<file path="src/include/gpio_config_bank_defines.svh">
// Purpose: Offsets, field positions and reset values of the pin bank
// Assumes: Byte addresses on an 8-bit register bus address
// Notes:   Included by bare name from the design files
`ifndef GPIO_CONFIG_BANK_DEFINES_SVH
`define GPIO_CONFIG_BANK_DEFINES_SVH

////////////////////////////////////////////////////////////////////////
// Register byte offsets
`define OFF_CFG_LOW    8'h18
`define OFF_CFG_HIGH   8'h1C
`define OFF_IRQ_STAT   8'h40
`define OFF_IRQ_MASK   8'h44
`define OFF_CTRL       8'h48

////////////////////////////////////////////////////////////////////////
// Field positions, low register (pins 0-3)
`define LOW_LVL_LSB    0
`define LOW_DIR_LSB    4
`define LOW_DRV_LSB    8
`define LOW_FUN_LSB    12
// Field positions, high register (pins 4-11)
`define HIGH_LVL_LSB   0
`define HIGH_DIR_LSB   8
`define HIGH_DRV_LSB   16
`define HIGH_FUN_LSB   24
// Control register fields
`define CTRL_WAKE_LSB  0
`define CTRL_PROT_BIT  16
`define CTRL_LITE_BIT  17

////////////////////////////////////////////////////////////////////////
// Fixed defaults and bus answers
`define FIX_FUN        12'hFFF
`define FIX_ZERO       12'h000
`define RESP_OKAY      2'h0
`define RESP_SLVERR    2'h2

`endif

</file>
<file path="src/include/gpio_config_bank_pkg.sv">
// Purpose: Types shared by the pin bank design files
// Assumes: Twelve pins
// Notes:   Constants live in the defines header
package gpio_config_bank_pkg;

	// One bit per pin for each configuration field
	typedef struct packed {
		logic [11:0] pin_function_select;
		logic [11:0] pin_driver_type;
		logic [11:0] pin_direction;
		logic [11:0] pin_level_bits;
	} pin_cfg_t;

	// Register selected by a bus address
	typedef enum logic [2:0] {
		SEL_CFG_LOW,
		SEL_CFG_HIGH,
		SEL_IRQ_STAT,
		SEL_IRQ_MASK,
		SEL_CTRL,
		SEL_NONE
	} reg_sel_t;

endpackage

</file>
<file path="src/verilog/gpio_config_bank.sv">
// Purpose: Twelve-pin configuration bank behind an AXI4-Lite slave
// Assumes: Single clock, pins synchronous to it
// Notes:   Rules of the block listed below
// Function
// Pins 0-3 are configured by the register at byte 18h.
// Pins 4-11 are configured by the register at byte 1Ch.
// A cleared function select bit makes the pin general purpose.
// A set driver type bit gives push/pull, a cleared one open-drain.
// A set direction bit makes the pin an output, cleared an input.
// Output pins drive the written level; reads return the pin level.
// Pins map to ascending bits from the lowest bit of each field.
// Only a pin set as input may raise wake or interrupt events.
// Wake also needs the pin's wake enable bit.
// Defaults come from EEPROM, else programmed OTP, else fixed.
// The fixed function select default is all ones.
// The fixed driver, direction and level defaults are zero.
// USB or lite reset restores the last loaded image.
// Reset protection stops those resets from restoring fields.
// The level bit of an input pin has no defined reset state.
// Bits 31:16 of the low register read zero and ignore writes.
//
// Our own choice: register access over AXI4-Lite.
`include "gpio_config_bank_defines.svh"

module gpio_config_bank (
	input  wire logic                         core_clk_i,
	input  wire logic                         nrst_i,
	input  wire logic [7:0]                   awaddr_i,
	input  wire logic                         awvalid_i,
	output logic                              awready_o,
	input  wire logic [31:0]                  wdata_i,
	input  wire logic [3:0]                   wstrb_i,
	input  wire logic                         wvalid_i,
	output logic                              wready_o,
	output logic [1:0]                        bresp_o,
	output logic                              bvalid_o,
	input  wire logic                         bready_i,
	input  wire logic [7:0]                   araddr_i,
	input  wire logic                         arvalid_i,
	output logic                              arready_o,
	output logic [31:0]                       rdata_o,
	output logic [1:0]                        rresp_o,
	output logic                              rvalid_o,
	input  wire logic                         rready_i,
	input  wire logic                         usb_reset_i,
	input  wire logic                         image_load_i,
	input  wire logic                         eeprom_present_i,
	input  wire gpio_config_bank_pkg::pin_cfg_t eeprom_image_i,
	input  wire logic                         otp_programmed_i,
	input  wire gpio_config_bank_pkg::pin_cfg_t otp_image_i,
	input  wire logic [11:0]                  pin_in_i,
	output logic [11:0]                       pin_out_o,
	output logic [11:0]                       pin_oe_o,
	output logic [11:0]                       pin_function_select_o,
	output logic                              wake_o,
	output logic                              irq_o
);
	import gpio_config_bank_pkg::*;

	////////////////////////////////////////////////////////////////////
	// Address decode, shared by the write and read paths
	function automatic reg_sel_t decode_addr(input logic [7:0] a);
		reg_sel_t s;
		s = SEL_NONE;
		case (a)
			`OFF_CFG_LOW:  s = SEL_CFG_LOW;
			`OFF_CFG_HIGH: s = SEL_CFG_HIGH;
			`OFF_IRQ_STAT: s = SEL_IRQ_STAT;
			`OFF_IRQ_MASK: s = SEL_IRQ_MASK;
			`OFF_CTRL:     s = SEL_CTRL;
			default:       s = SEL_NONE;
		endcase
		return s;
	endfunction

	////////////////////////////////////////////////////////////////////
	// State
	pin_cfg_t    cfg;
	pin_cfg_t    image;
	pin_cfg_t    next_cfg;
	logic [11:0] wake_en;
	logic        protect;
	logic        lite_pulse;
	logic [11:0] irq_stat;
	logic [11:0] irq_mask;
	logic        aw_full;
	logic        w_full;
	logic [7:0]  awaddr_q;
	logic [31:0] wdata_q;
	logic [3:0]  wstrb_q;
	logic [11:0] pin_event;
	reg_sel_t    rd_sel_q;

	////////////////////////////////////////////////////////////////////
	// Write path decode
	wire         wr_fire  = aw_full & w_full & ~bvalid_o;
	reg_sel_t    wr_sel;
	assign wr_sel = decode_addr(awaddr_q);
	wire  [31:0] wmask    = {{8{wstrb_q[3]}}, {8{wstrb_q[2]}},
	                         {8{wstrb_q[1]}}, {8{wstrb_q[0]}}};
	wire  [31:0] wbits    = wdata_q & wmask;
	wire         low_hit  = wr_fire & (wr_sel == SEL_CFG_LOW);
	wire         high_hit = wr_fire & (wr_sel == SEL_CFG_HIGH);
	wire         stat_hit = wr_fire & (wr_sel == SEL_IRQ_STAT);
	wire         mask_hit = wr_fire & (wr_sel == SEL_IRQ_MASK);
	wire         ctrl_hit = wr_fire & (wr_sel == SEL_CTRL);
	wire         wr_bad   = wr_fire & (wr_sel == SEL_NONE);

	// Default source: EEPROM, then OTP, then fixed values
	pin_cfg_t fixed_cfg;
	pin_cfg_t load_src;
	assign fixed_cfg = '{pin_function_select: `FIX_FUN,
	                     pin_driver_type:     `FIX_ZERO,
	                     pin_direction:       `FIX_ZERO,
	                     pin_level_bits:      `FIX_ZERO};
	assign load_src  = eeprom_present_i ? eeprom_image_i
	                 : otp_programmed_i ? otp_image_i
	                 : fixed_cfg;

	// Restore request, suppressed by protection
	wire restore = (usb_reset_i | lite_pulse) & ~protect;

	////////////////////////////////////////////////////////////////////
	// Software write merge into the configuration fields
	always_comb begin
		next_cfg = cfg;
		if (low_hit && wstrb_q[0]) begin
			next_cfg.pin_level_bits[3:0] =
				wdata_q[`LOW_LVL_LSB +: 4];
			next_cfg.pin_direction[3:0] =
				wdata_q[`LOW_DIR_LSB +: 4];
		end
		if (low_hit && wstrb_q[1]) begin
			next_cfg.pin_driver_type[3:0] =
				wdata_q[`LOW_DRV_LSB +: 4];
			next_cfg.pin_function_select[3:0] =
				wdata_q[`LOW_FUN_LSB +: 4];
		end
		if (high_hit && wstrb_q[0])
			next_cfg.pin_level_bits[11:4] =
				wdata_q[`HIGH_LVL_LSB +: 8];
		if (high_hit && wstrb_q[1])
			next_cfg.pin_direction[11:4] =
				wdata_q[`HIGH_DIR_LSB +: 8];
		if (high_hit && wstrb_q[2])
			next_cfg.pin_driver_type[11:4] =
				wdata_q[`HIGH_DRV_LSB +: 8];
		if (high_hit && wstrb_q[3])
			next_cfg.pin_function_select[11:4] =
				wdata_q[`HIGH_FUN_LSB +: 8];
	end

	// Configuration and image registers; load, then restore, then write
	always_ff @(posedge core_clk_i or negedge nrst_i) begin
		if (!nrst_i) begin
			cfg   <= '{`FIX_FUN, `FIX_ZERO, `FIX_ZERO, `FIX_ZERO};
			image <= '{`FIX_FUN, `FIX_ZERO, `FIX_ZERO, `FIX_ZERO};
		end else if (image_load_i) begin
			cfg   <= load_src;
			image <= load_src;
		end else if (restore) begin
			cfg   <= image;
		end else begin
			cfg   <= next_cfg;
		end
	end

	// Control, mask and lite reset pulse
	always_ff @(posedge core_clk_i or negedge nrst_i) begin
		if (!nrst_i) begin
			wake_en    <= 12'h000;
			protect    <= 1'b0;
			lite_pulse <= 1'b0;
			irq_mask   <= 12'h000;
		end else begin
			lite_pulse <= ctrl_hit & wbits[`CTRL_LITE_BIT];
			if (ctrl_hit && wstrb_q[0])
				wake_en[7:0] <= wdata_q[`CTRL_WAKE_LSB +: 8];
			if (ctrl_hit && wstrb_q[1])
				wake_en[11:8] <= wdata_q[`CTRL_WAKE_LSB + 8 +: 4];
			if (ctrl_hit && wstrb_q[2])
				protect <= wdata_q[`CTRL_PROT_BIT];
			if (mask_hit)
				irq_mask <= (irq_mask & ~wmask[11:0]) | wbits[11:0];
		end
	end

	// Sticky status, set wins over write-one-to-clear
	always_ff @(posedge core_clk_i or negedge nrst_i) begin
		if (!nrst_i)
			irq_stat <= 12'h000;
		else
			irq_stat <= (irq_stat & ~(wbits[11:0] & {12{stat_hit}}))
				| pin_event;
	end

	// Interrupt level and function select outputs
	always_ff @(posedge core_clk_i or negedge nrst_i) begin
		if (!nrst_i) begin
			irq_o                 <= 1'b0;
			pin_function_select_o <= `FIX_FUN;
		end else begin
			irq_o                 <= |(irq_stat & irq_mask);
			pin_function_select_o <= cfg.pin_function_select;
		end
	end

	////////////////////////////////////////////////////////////////////
	// Write channels: address and data taken in either order
	always_ff @(posedge core_clk_i or negedge nrst_i) begin
		if (!nrst_i) begin
			aw_full   <= 1'b0;
			w_full    <= 1'b0;
			awaddr_q  <= 8'h00;
			wdata_q   <= 32'h0000_0000;
			wstrb_q   <= 4'h0;
			awready_o <= 1'b0;
			wready_o  <= 1'b0;
			bvalid_o  <= 1'b0;
			bresp_o   <= `RESP_OKAY;
		end else begin
			if (awvalid_i && awready_o) begin
				aw_full   <= 1'b1;
				awaddr_q  <= awaddr_i;
				awready_o <= 1'b0;
			end else if (!aw_full && !bvalid_o) begin
				awready_o <= 1'b1;
			end
			if (wvalid_i && wready_o) begin
				w_full   <= 1'b1;
				wdata_q  <= wdata_i;
				wstrb_q  <= wstrb_i;
				wready_o <= 1'b0;
			end else if (!w_full && !bvalid_o) begin
				wready_o <= 1'b1;
			end
			if (wr_fire) begin
				aw_full  <= 1'b0;
				w_full   <= 1'b0;
				bvalid_o <= 1'b1;
				bresp_o  <= wr_bad ? `RESP_SLVERR : `RESP_OKAY;
			end else if (bvalid_o && bready_i) begin
				bvalid_o <= 1'b0;
			end
		end
	end

	////////////////////////////////////////////////////////////////////
	// Read mux; level bits show the pin itself
	reg_sel_t    rd_sel;
	logic [31:0] rd_word;
	assign rd_sel = decode_addr(araddr_i);
	always_comb begin
		case (rd_sel)
			SEL_CFG_LOW:  rd_word = {16'h0000,
				cfg.pin_function_select[3:0], cfg.pin_driver_type[3:0],
				cfg.pin_direction[3:0], pin_in_i[3:0]};
			SEL_CFG_HIGH: rd_word = {cfg.pin_function_select[11:4],
				cfg.pin_driver_type[11:4], cfg.pin_direction[11:4],
				pin_in_i[11:4]};
			SEL_IRQ_STAT: rd_word = {20'h00000, irq_stat};
			SEL_IRQ_MASK: rd_word = {20'h00000, irq_mask};
			SEL_CTRL:     rd_word = {15'h0000, protect, 4'h0, wake_en};
			default:      rd_word = 32'h0000_0000;
		endcase
	end

	// Read channel: one read under way at a time
	always_ff @(posedge core_clk_i or negedge nrst_i) begin
		if (!nrst_i) begin
			arready_o <= 1'b0;
			rvalid_o  <= 1'b0;
			rdata_o   <= 32'h0000_0000;
			rresp_o   <= `RESP_OKAY;
			rd_sel_q  <= SEL_NONE;
		end else if (arvalid_i && arready_o) begin
			arready_o <= 1'b0;
			rvalid_o  <= 1'b1;
			rdata_o   <= rd_word;
			rd_sel_q  <= rd_sel;
			rresp_o   <= (rd_sel == SEL_NONE) ? `RESP_SLVERR : `RESP_OKAY;
		end else if (rvalid_o && rready_i) begin
			rvalid_o  <= 1'b0;
			arready_o <= 1'b1;
		end else if (!rvalid_o) begin
			arready_o <= 1'b1;
		end
	end

	////////////////////////////////////////////////////////////////////
	// Pin drivers and event detection
	pin_drive_stage u_drive (
		.core_clk_i (core_clk_i),
		.nrst_i     (nrst_i),
		.cfg_i      (cfg),
		.pin_out_o  (pin_out_o),
		.pin_oe_o   (pin_oe_o)
	);

	pin_event_detect u_event (
		.core_clk_i  (core_clk_i),
		.nrst_i      (nrst_i),
		.pin_in_i    (pin_in_i),
		.gpio_mode_i (~cfg.pin_function_select),
		.direction_i (cfg.pin_direction),
		.wake_en_i   (wake_en),
		.event_o     (pin_event),
		.wake_o      (wake_o)
	);
endmodule

</file>
<file path="src/verilog/pin_drive_stage.sv">
// Purpose: Registered pin drivers from the configuration fields
// Assumes: Output enable high while the pin is driven
// Notes:   Open-drain pins only ever drive low
module pin_drive_stage
	import gpio_config_bank_pkg::*;
(
	input  wire logic                         core_clk_i,
	input  wire logic                         nrst_i,
	input  wire gpio_config_bank_pkg::pin_cfg_t cfg_i,
	output logic [11:0]                       pin_out_o,
	output logic [11:0]                       pin_oe_o
);

	logic [11:0] next_oe;

	// Per pin enable: general purpose, output, push/pull or low level
	generate
		for (genvar i = 0; i < 12; i++) begin : g_pin
			assign next_oe[i] = ~cfg_i.pin_function_select[i]
				& cfg_i.pin_direction[i]
				& (cfg_i.pin_driver_type[i]
				| ~cfg_i.pin_level_bits[i]);
		end
	endgenerate

	// Output registers
	always_ff @(posedge core_clk_i or negedge nrst_i) begin
		if (!nrst_i) begin
			pin_out_o <= 12'h000;
			pin_oe_o  <= 12'h000;
		end else begin
			pin_out_o <= cfg_i.pin_level_bits;
			pin_oe_o  <= next_oe;
		end
	end
endmodule

</file>
<file path="src/verilog/pin_event_detect.sv">
// Purpose: Level change events and wake pulses on input pins
// Assumes: Pin levels synchronous to the clock
// Notes:   First cycle after reset only primes the history
module pin_event_detect (
	input  wire logic        core_clk_i,
	input  wire logic        nrst_i,
	input  wire logic [11:0] pin_in_i,
	input  wire logic [11:0] gpio_mode_i,
	input  wire logic [11:0] direction_i,
	input  wire logic [11:0] wake_en_i,
	output logic [11:0]      event_o,
	output logic             wake_o
);

	logic [11:0] last_level;
	logic        primed;
	wire  [11:0] eligible = gpio_mode_i & ~direction_i;
	wire  [11:0] change   = (pin_in_i ^ last_level) & {12{primed}};
	wire  [11:0] next_ev  = change & eligible;

	// History and event registers
	always_ff @(posedge core_clk_i or negedge nrst_i) begin
		if (!nrst_i) begin
			last_level <= 12'h000;
			primed     <= 1'b0;
			event_o    <= 12'h000;
			wake_o     <= 1'b0;
		end else begin
			last_level <= pin_in_i;
			primed     <= 1'b1;
			event_o    <= next_ev;
			wake_o     <= |(next_ev & wake_en_i);
		end
	end
endmodule

</file>
<file path="config.mk">
export PLATFORM = sky130hd
export DESIGN_NAME = gpio_config_bank
export DESIGN_NICKNAME = d
export VERILOG_FILES = /design/src/include/gpio_config_bank_pkg.sv /design/src/verilog/gpio_config_bank.sv /design/src/verilog/pin_drive_stage.sv /design/src/verilog/pin_event_detect.sv
export VERILOG_INCLUDE_DIRS = /design/src /design/src/include
export SDC_FILE = /design/constraint.sdc
export NUM_CORES = 1
export LEC_CHECK = 0
export ABC_AREA = 1
export BUFFER_PORTS_ARGS = -buffer_cell sky130_fd_sc_hd__buf_2
export CAP_MARGIN = 15
export CORE_MARGIN = 2
export CORE_UTILIZATION = 55
export DETAILED_ROUTE_END_ITERATION = 12
export PLACE_DENSITY = 0.8
export SYNTH_ARGS = -nofsm -noshare
export SYNTH_HDL_FRONTEND = slang
export SYNTH_SLANG_ARGS = --single-unit
</file>
<file path="constraint.sdc">
create_clock -name core_clk_i -period 1.92 [get_ports core_clk_i]
set_input_delay 0.384 -clock core_clk_i [delete_from_list [all_inputs] [get_ports core_clk_i]]
set_output_delay 0.384 -clock core_clk_i [all_outputs]
set_load 0.01 [all_outputs]
</file>
# Word-level counts from Yosys, hierarchy flattened
# Cells that the tools add are included.
# word_totals
ff_bits,284
inputBits,171
wordCells,216
# classes
n_bitwise,89
muxes,32
eq_ne,21
reduce_logical,35
# op_table
cell,count
$mux 48,4
$pmux 32 s5,1
$and 12x12->12,8
$eq 8x7->1 const B,6
$not 12->12,4
$and 1x1->1,34
$eq 8x5->1 const B,4
$mux 8,4
$pmux 3 s5,2
$not 1->1,26
$or 12x12->12,2
$reduce_or 12->1,2
$and 18x18->18,1
$reduce_bool 3->1,6
$logic_and 1x1->1,16
$mux 4,4
$mux 1,15
$or 1x1->1,13
$eq 3x2->1 const B,4
$eq 3x3->1 const B,4
$reduce_bool 2->1,6
$xor 12x12->12,1
$eq 3x1->1 const B,2
$logic_not 3->1,2
other kinds (3),6

# Longest topological paths before layout
# depth
word_depth,8
mapped_depth,11

# Modules after synthesis
# Synthesis repeated with hierarchy kept, for this count alone.
# hier_totals
hier_cells,1576
hier_area_um2,12771.0
# by_module_without_submodules
mod,instances,area_per_inst_um2,cells_per_inst,seq_area_each_um2
gpio_config_bank,1,10801.6,1352,5850.6
pin_event_detect,1,1143.6,140,650.6
pin_drive_stage,1,825.8,84,600.6

# Least setup slack after synthesis
# No wires, ideal clock.
# synth_timing
path_kind,reg-to-reg
start,register bvalid_o
end,register wake_en[6]
path_slack_ns,0.563
setup_time_ns,0.119
period_less_slack_ns,1.357
arrival_time_ns,1.239
required_time_ns,1.801
stages_incl_launch_ff,9
n_path_buf,2
path_cell_list,dfrtp_1 inv_2 nand3_2 inv_2 buf_6 nand3_2 buf_6 nand2_1 o21ai_2
# synth_between
elab_chain_len,4
# synth_lines
item,line_no,text
start: declaration,gpio_config_bank.sv:36,"output logic bvalid_o,"
start signal: assignment,gpio_config_bank.sv:219,bvalid_o <= 1'b0;
start signal: assignment,gpio_config_bank.sv:240,bvalid_o <= 1'b1;
start signal: assignment,gpio_config_bank.sv:243,bvalid_o <= 1'b0;
$not 1->1,gpio_config_bank.sv:96,wire wr_fire = aw_full & w_full & ~bvalid_o;
$and 1x1->1,gpio_config_bank.sv:96,
$and 1x1->1,gpio_config_bank.sv:106,wire ctrl_hit = wr_fire & (wr_sel == SEL_CTRL);
$logic_and 1x1->1,gpio_config_bank.sv:177,if (ctrl_hit && wstrb_q[0])
end signal: assignment,gpio_config_bank.sv:178,wake_en[7:0] <= wdata_q[`CTRL_WAKE_LSB +: 8];
end: declaration,gpio_config_bank.sv:81,logic [11:0] wake_en;
# No other way between the ends.
# A chain may end at the register's enable or synchronous reset.

# Worst setup path in the final report
# layout_timing
start,register awaddr_q[2]
end,register cfg[13] (netlist name)
# layout_between
elab_chain_len,6
word_cells_on_any_way,10
cone_classes,eq/ne: 5; mux: 1; bitwise: 1; reduce/logical: 3
# layout_lines
item,line_no,text
start: declaration,gpio_config_bank.sv:88,logic [7:0] awaddr_q;
start signal: assignment,gpio_config_bank.sv:224,awaddr_q <= awaddr_i;
$eq 8x7->1 / $eq 8x5->1 (equally long branches),gpio_config_bank.sv:65,case (a)
$pmux 3 s5 *,gpio_config_bank.sv:65,
$logic_not 3->1 *,gpio_config_bank.sv:102,wire low_hit = wr_fire & (wr_sel == SEL_CFG_LOW);
$and 1x1->1 *,gpio_config_bank.sv:102,
$logic_and 1x1->1 *,gpio_config_bank.sv:127,if (low_hit && wstrb_q[0]) begin
$reduce_bool 3->1 (no source line) *,--,
end signal: assignment,gpio_config_bank.sv:156,"cfg <= '{`FIX_FUN, `FIX_ZERO, `FIX_ZERO, `FIX_ZERO};"
end signal: assignment,gpio_config_bank.sv:159,cfg <= load_src;
end signal: assignment,gpio_config_bank.sv:162,cfg <= image;
end: declaration,gpio_config_bank.sv:78,pin_cfg_t cfg;
# Mark *: on every way between the ends. The rest lies on a longest branch, timed or not.

==> flow_summary.yaml <==
hold_path:
  hold_path.class: "input port to flop"
  hold_end: "u_event.last_level[10]"
  min_path_cells: 1
  min-delay-start: "pin_in_i[10]"
routing:
  drtIter0Drc: 1100
  via_per_inst: 5.58
  drc: 0
  vias: 11400
  routed_wl_um: 39000
  wl_per_cell_um: 19.1
  dr.pass1.iters: 5
  ant_nets: 0
worst_setup_path:
  timing.rr.end: "cfg[13]"
  critPathCaptureType: "flop"
  worstSetupStartpointType: "flop"
  crit_type: "flop to flop"
  rr_worst_depth: 7
  arrival_ns: 2.29
  timing.rr.start: "awaddr_q[2]"
  cp_max_fo: 9
  r2r_slack_ns: 0.11
  required_ns: 2.40
die:
  dieArea_sq_mm: 0.0244
  die_width_um: 156
  die_h_um: 156
  start_util: 0.561
  core_sq_mm: 0.0227
  ios: 250
  rows: 55
pwr:
  swShare: 0.321
  internal_power_uw: 11800
  pwr_density_cell_mw_per_mm2: 1120
  p_clk_frac: 0.341
  p_seq_frac: 0.464
  p_sw_uw: 5550
  p_comb_frac: 0.195
  vdd_ir_drop_max_mv: 0.643
  leakagePower_uw: 0.00810
yosys:
  synth.cell_area_sq_mm: 0.0127
  synth_cells: 1482
  synth.avg_cell_area_sq_um: 8.59
  ys_types: 37
  synth-seq-cells: 282
  ys_seq_area_frac: 0.558
  yosysWarnings: 0
  synthArstFlopShare: 1.00
  synth_edf_count: 0
  dominantRegCellSynth: "dfrtp_1"
run:
  cap_violations: 0
clock_network:
  cts_tree: "yes"
  htree_levels: 1
  clockRootBuffer: "clkbuf_16"
  clkTransAtPathRegs_ns: 0.07
  clock_latency_ns: 0.55
  numCtsBuffers: 28
  cts_max_path_buffers: 3
  clock-sinks: 282
  cts_setup_buffers: 0
timing:
  setup_ws_ns: 0.114
  hold_viol: 0
  fmax_mhz: 554
  worst_slew_pin_slew_ns: 0.879
  relSlewSlack: 0.412
  finalMaxSlewViolations: 0
  period_share: 0.941
  setup_viol: 0
  post-route-min-period_ns: 1.81
  fin_tns_setup_ns: 0
  finalClockSkew_ns: 0.00909
  rsz0062_at_grt: "false"
placed_design:
  placed_cell_area_sq_mm: 0.0143
  dp_cells: 1987
  portBuffers: 247
  dp_slack_ns: 0.0215
  hpwl_um: 29300
  place_congestion: 0.968
global_route:
  antenna_found_initial: 1
  grt_pass1_vias: 10800
  grt_pass1_wl_um: 60000
  grt_use_total: 0.321
  overflow: 0
  grt_max_degree: 60
outcome:
  outcome: "finished, final reports clean"
final_layout:
  final_util: 0.679
  syn_to_final_growth_pct: 21.1
  drive_gt1_frac: 0.247
  finalNonFillerCells: 2046
  final_area_sq_mm: 0.0154
  fin_nets: 1910
  n_antenna_cell: 0
## routing by layer
| metal | routed length, um | share of wire | GRT usage |
|---|---|---|---|
| met4 | 1540 | 0.039 | 0.126 |
| met2 | 18100 | 0.46 | 0.510 |
| met1 | 15800 | 0.40 | 0.441 |
| met5 | 0 | 0 | 0 |
| met3 | 3580 | 0.092 | 0.0586 |
## cells in the mapped netlist, types with 2 or more instances
library cell / n / share of area
conb_1: 2 / 0.00059
nand2_1: 599 / 0.18
o221ai_1: 12 / 0.0083
and2_1: 12 / 0.0059
inv_2: 6 / 0.0018
nor2_1: 33 / 0.0097
o21ai_1: 26 / 0.010
o211ai_1: 28 / 0.017
buf_1: 4 / 0.0012
o21a_1: 2 / 0.0012
o22ai_1: 5 / 0.0025
buf_2: 26 / 0.010
dfrtp_1: 246 / 0.48
nor3_2: 2 / 0.0016
nand3_1: 134 / 0.053
a221oi_1: 3 / 0.0021
nor2_4: 3 / 0.0027
xor2_1: 12 / 0.0083
nand2_4: 6 / 0.0053
nor3_1: 13 / 0.0051
buf_4: 14 / 0.0083
nand2_2: 5 / 0.0025
a21oi_1: 13 / 0.0051
o21ai_0: 82 / 0.032
o21ai_2: 19 / 0.013
buf_6: 12 / 0.011
a211oi_1: 8 / 0.0047
nor2_2: 4 / 0.0020
nand3_2: 10 / 0.0079
dfstp_2: 36 / 0.074
inv_1: 84 / 0.025
nand4_2: 2 / 0.0020
clkbuf_1: 15 / 0.0044
## layout make-up
type,count,area (sq um)
Clock buffer,34,764
Clock inverter,18,234
Fill cell,1860,7290
Inverter,91,342
Multi-Input combinational cell,1038,4860
Sequential cell,282,7100
Tap cell,285,357
Timing Repair Buffer,298,1760
## worst max-delay path by stage
| stage | from | end | slack [ns] |
|---|---|---|---|
| 2_1_floorplan | bvalid_o | wake_en[6] | 0.56 |
| 6_report | awaddr_q[2] | cfg[13] | 0.11 |
| 4_1_cts | bvalid_o | irq_stat[0] | 0.1 |
| 3_5_place_dp | araddr_i[1] | rdata_o[23] | 0.02 |
| 3_3_place_gp | araddr_i[0] | rdata_o[9] | 0.14 |
| 5_1_grt | lite_pulse | cfg[13] | 0.02 |
## per-stage QoR
step | hold slack [ns] | total power [uW]
6_report | 0.0108 | 17300
3_3_place_gp | 0.373 | 11300
2_1_floorplan | 0.0884 | 9790
3_5_place_dp | 0.374 | 11400
4_1_cts | 0.0000680 | 17300
5_1_grt | 0.000571 | 18100
## cell usage in the layout, fill, tap and decap left out, drive strengths merged
master / n
clkbuf: 34
a221oi: 3
bufinv: 5
a21oi: 13
o221ai: 12
clkinvlp: 3
nand2: 610
dlygate4sd3: 7
o21ai: 127
nand3: 144
a211oi: 8
conb: 3
nor3: 15
nand4: 3
o21a: 2
o211ai: 28
inv: 91
dfrtp: 246
buf: 291
dfstp: 36
xor2: 12
nor2: 41
clkinv: 10
and2: 12
o22ai: 5
## critical path, stage by stage (launching register included)
cell	delay (ns)
dfrtp_1	0.40
inv_1	0.18
nand3_2	0.13
nor3_2	0.44
nand2_2	0.26
nand2_4	0.17
nand2_1	0.08
nand2_1	0.07
## kinds of logic after synthesis
group                     share of synthesized area
other                                      0.000590
and+or+nand+nor                               0.276
DFF                                           0.558
xor gates and xnor gates                    0.00825
AOI/OAI and AO/OA                            0.0958
buffers and inverters                        0.0619
## sequential cells by signal, summed over array words and instances (netlist names), 4 cells and up, named ones only
signal	cells
wake_en	12
u_event.last_level	12
wdata_q	32
irq_stat	12
u_event.event_o	12
pin_function_select_o	12
u_drive.pin_oe_o	12
image	48
wstrb_q	4
u_drive.pin_out_o	12
rdata_o	32
cfg	48
awaddr_q	8
## power by group through the flow
stage | Clock [uW] | Sequential, uW | Combinational [uW]
floorplan | 0 | 7800 | 1990
global placement | 0 | 8060 | 3220
detailed placement | 0 | 8090 | 3310
CTS | 5920 | 8000 | 3350
global route | 6180 | 8110 | 3760
finish | 5900 | 8030 | 3380
## timing repair
action,in CTS,in global routing
setup endpoints to repair,0,1
hold buffers,6,1
resized for setup,0,1
hold endpoints to repair,51,1
Power figures use the tool's default switching activity.
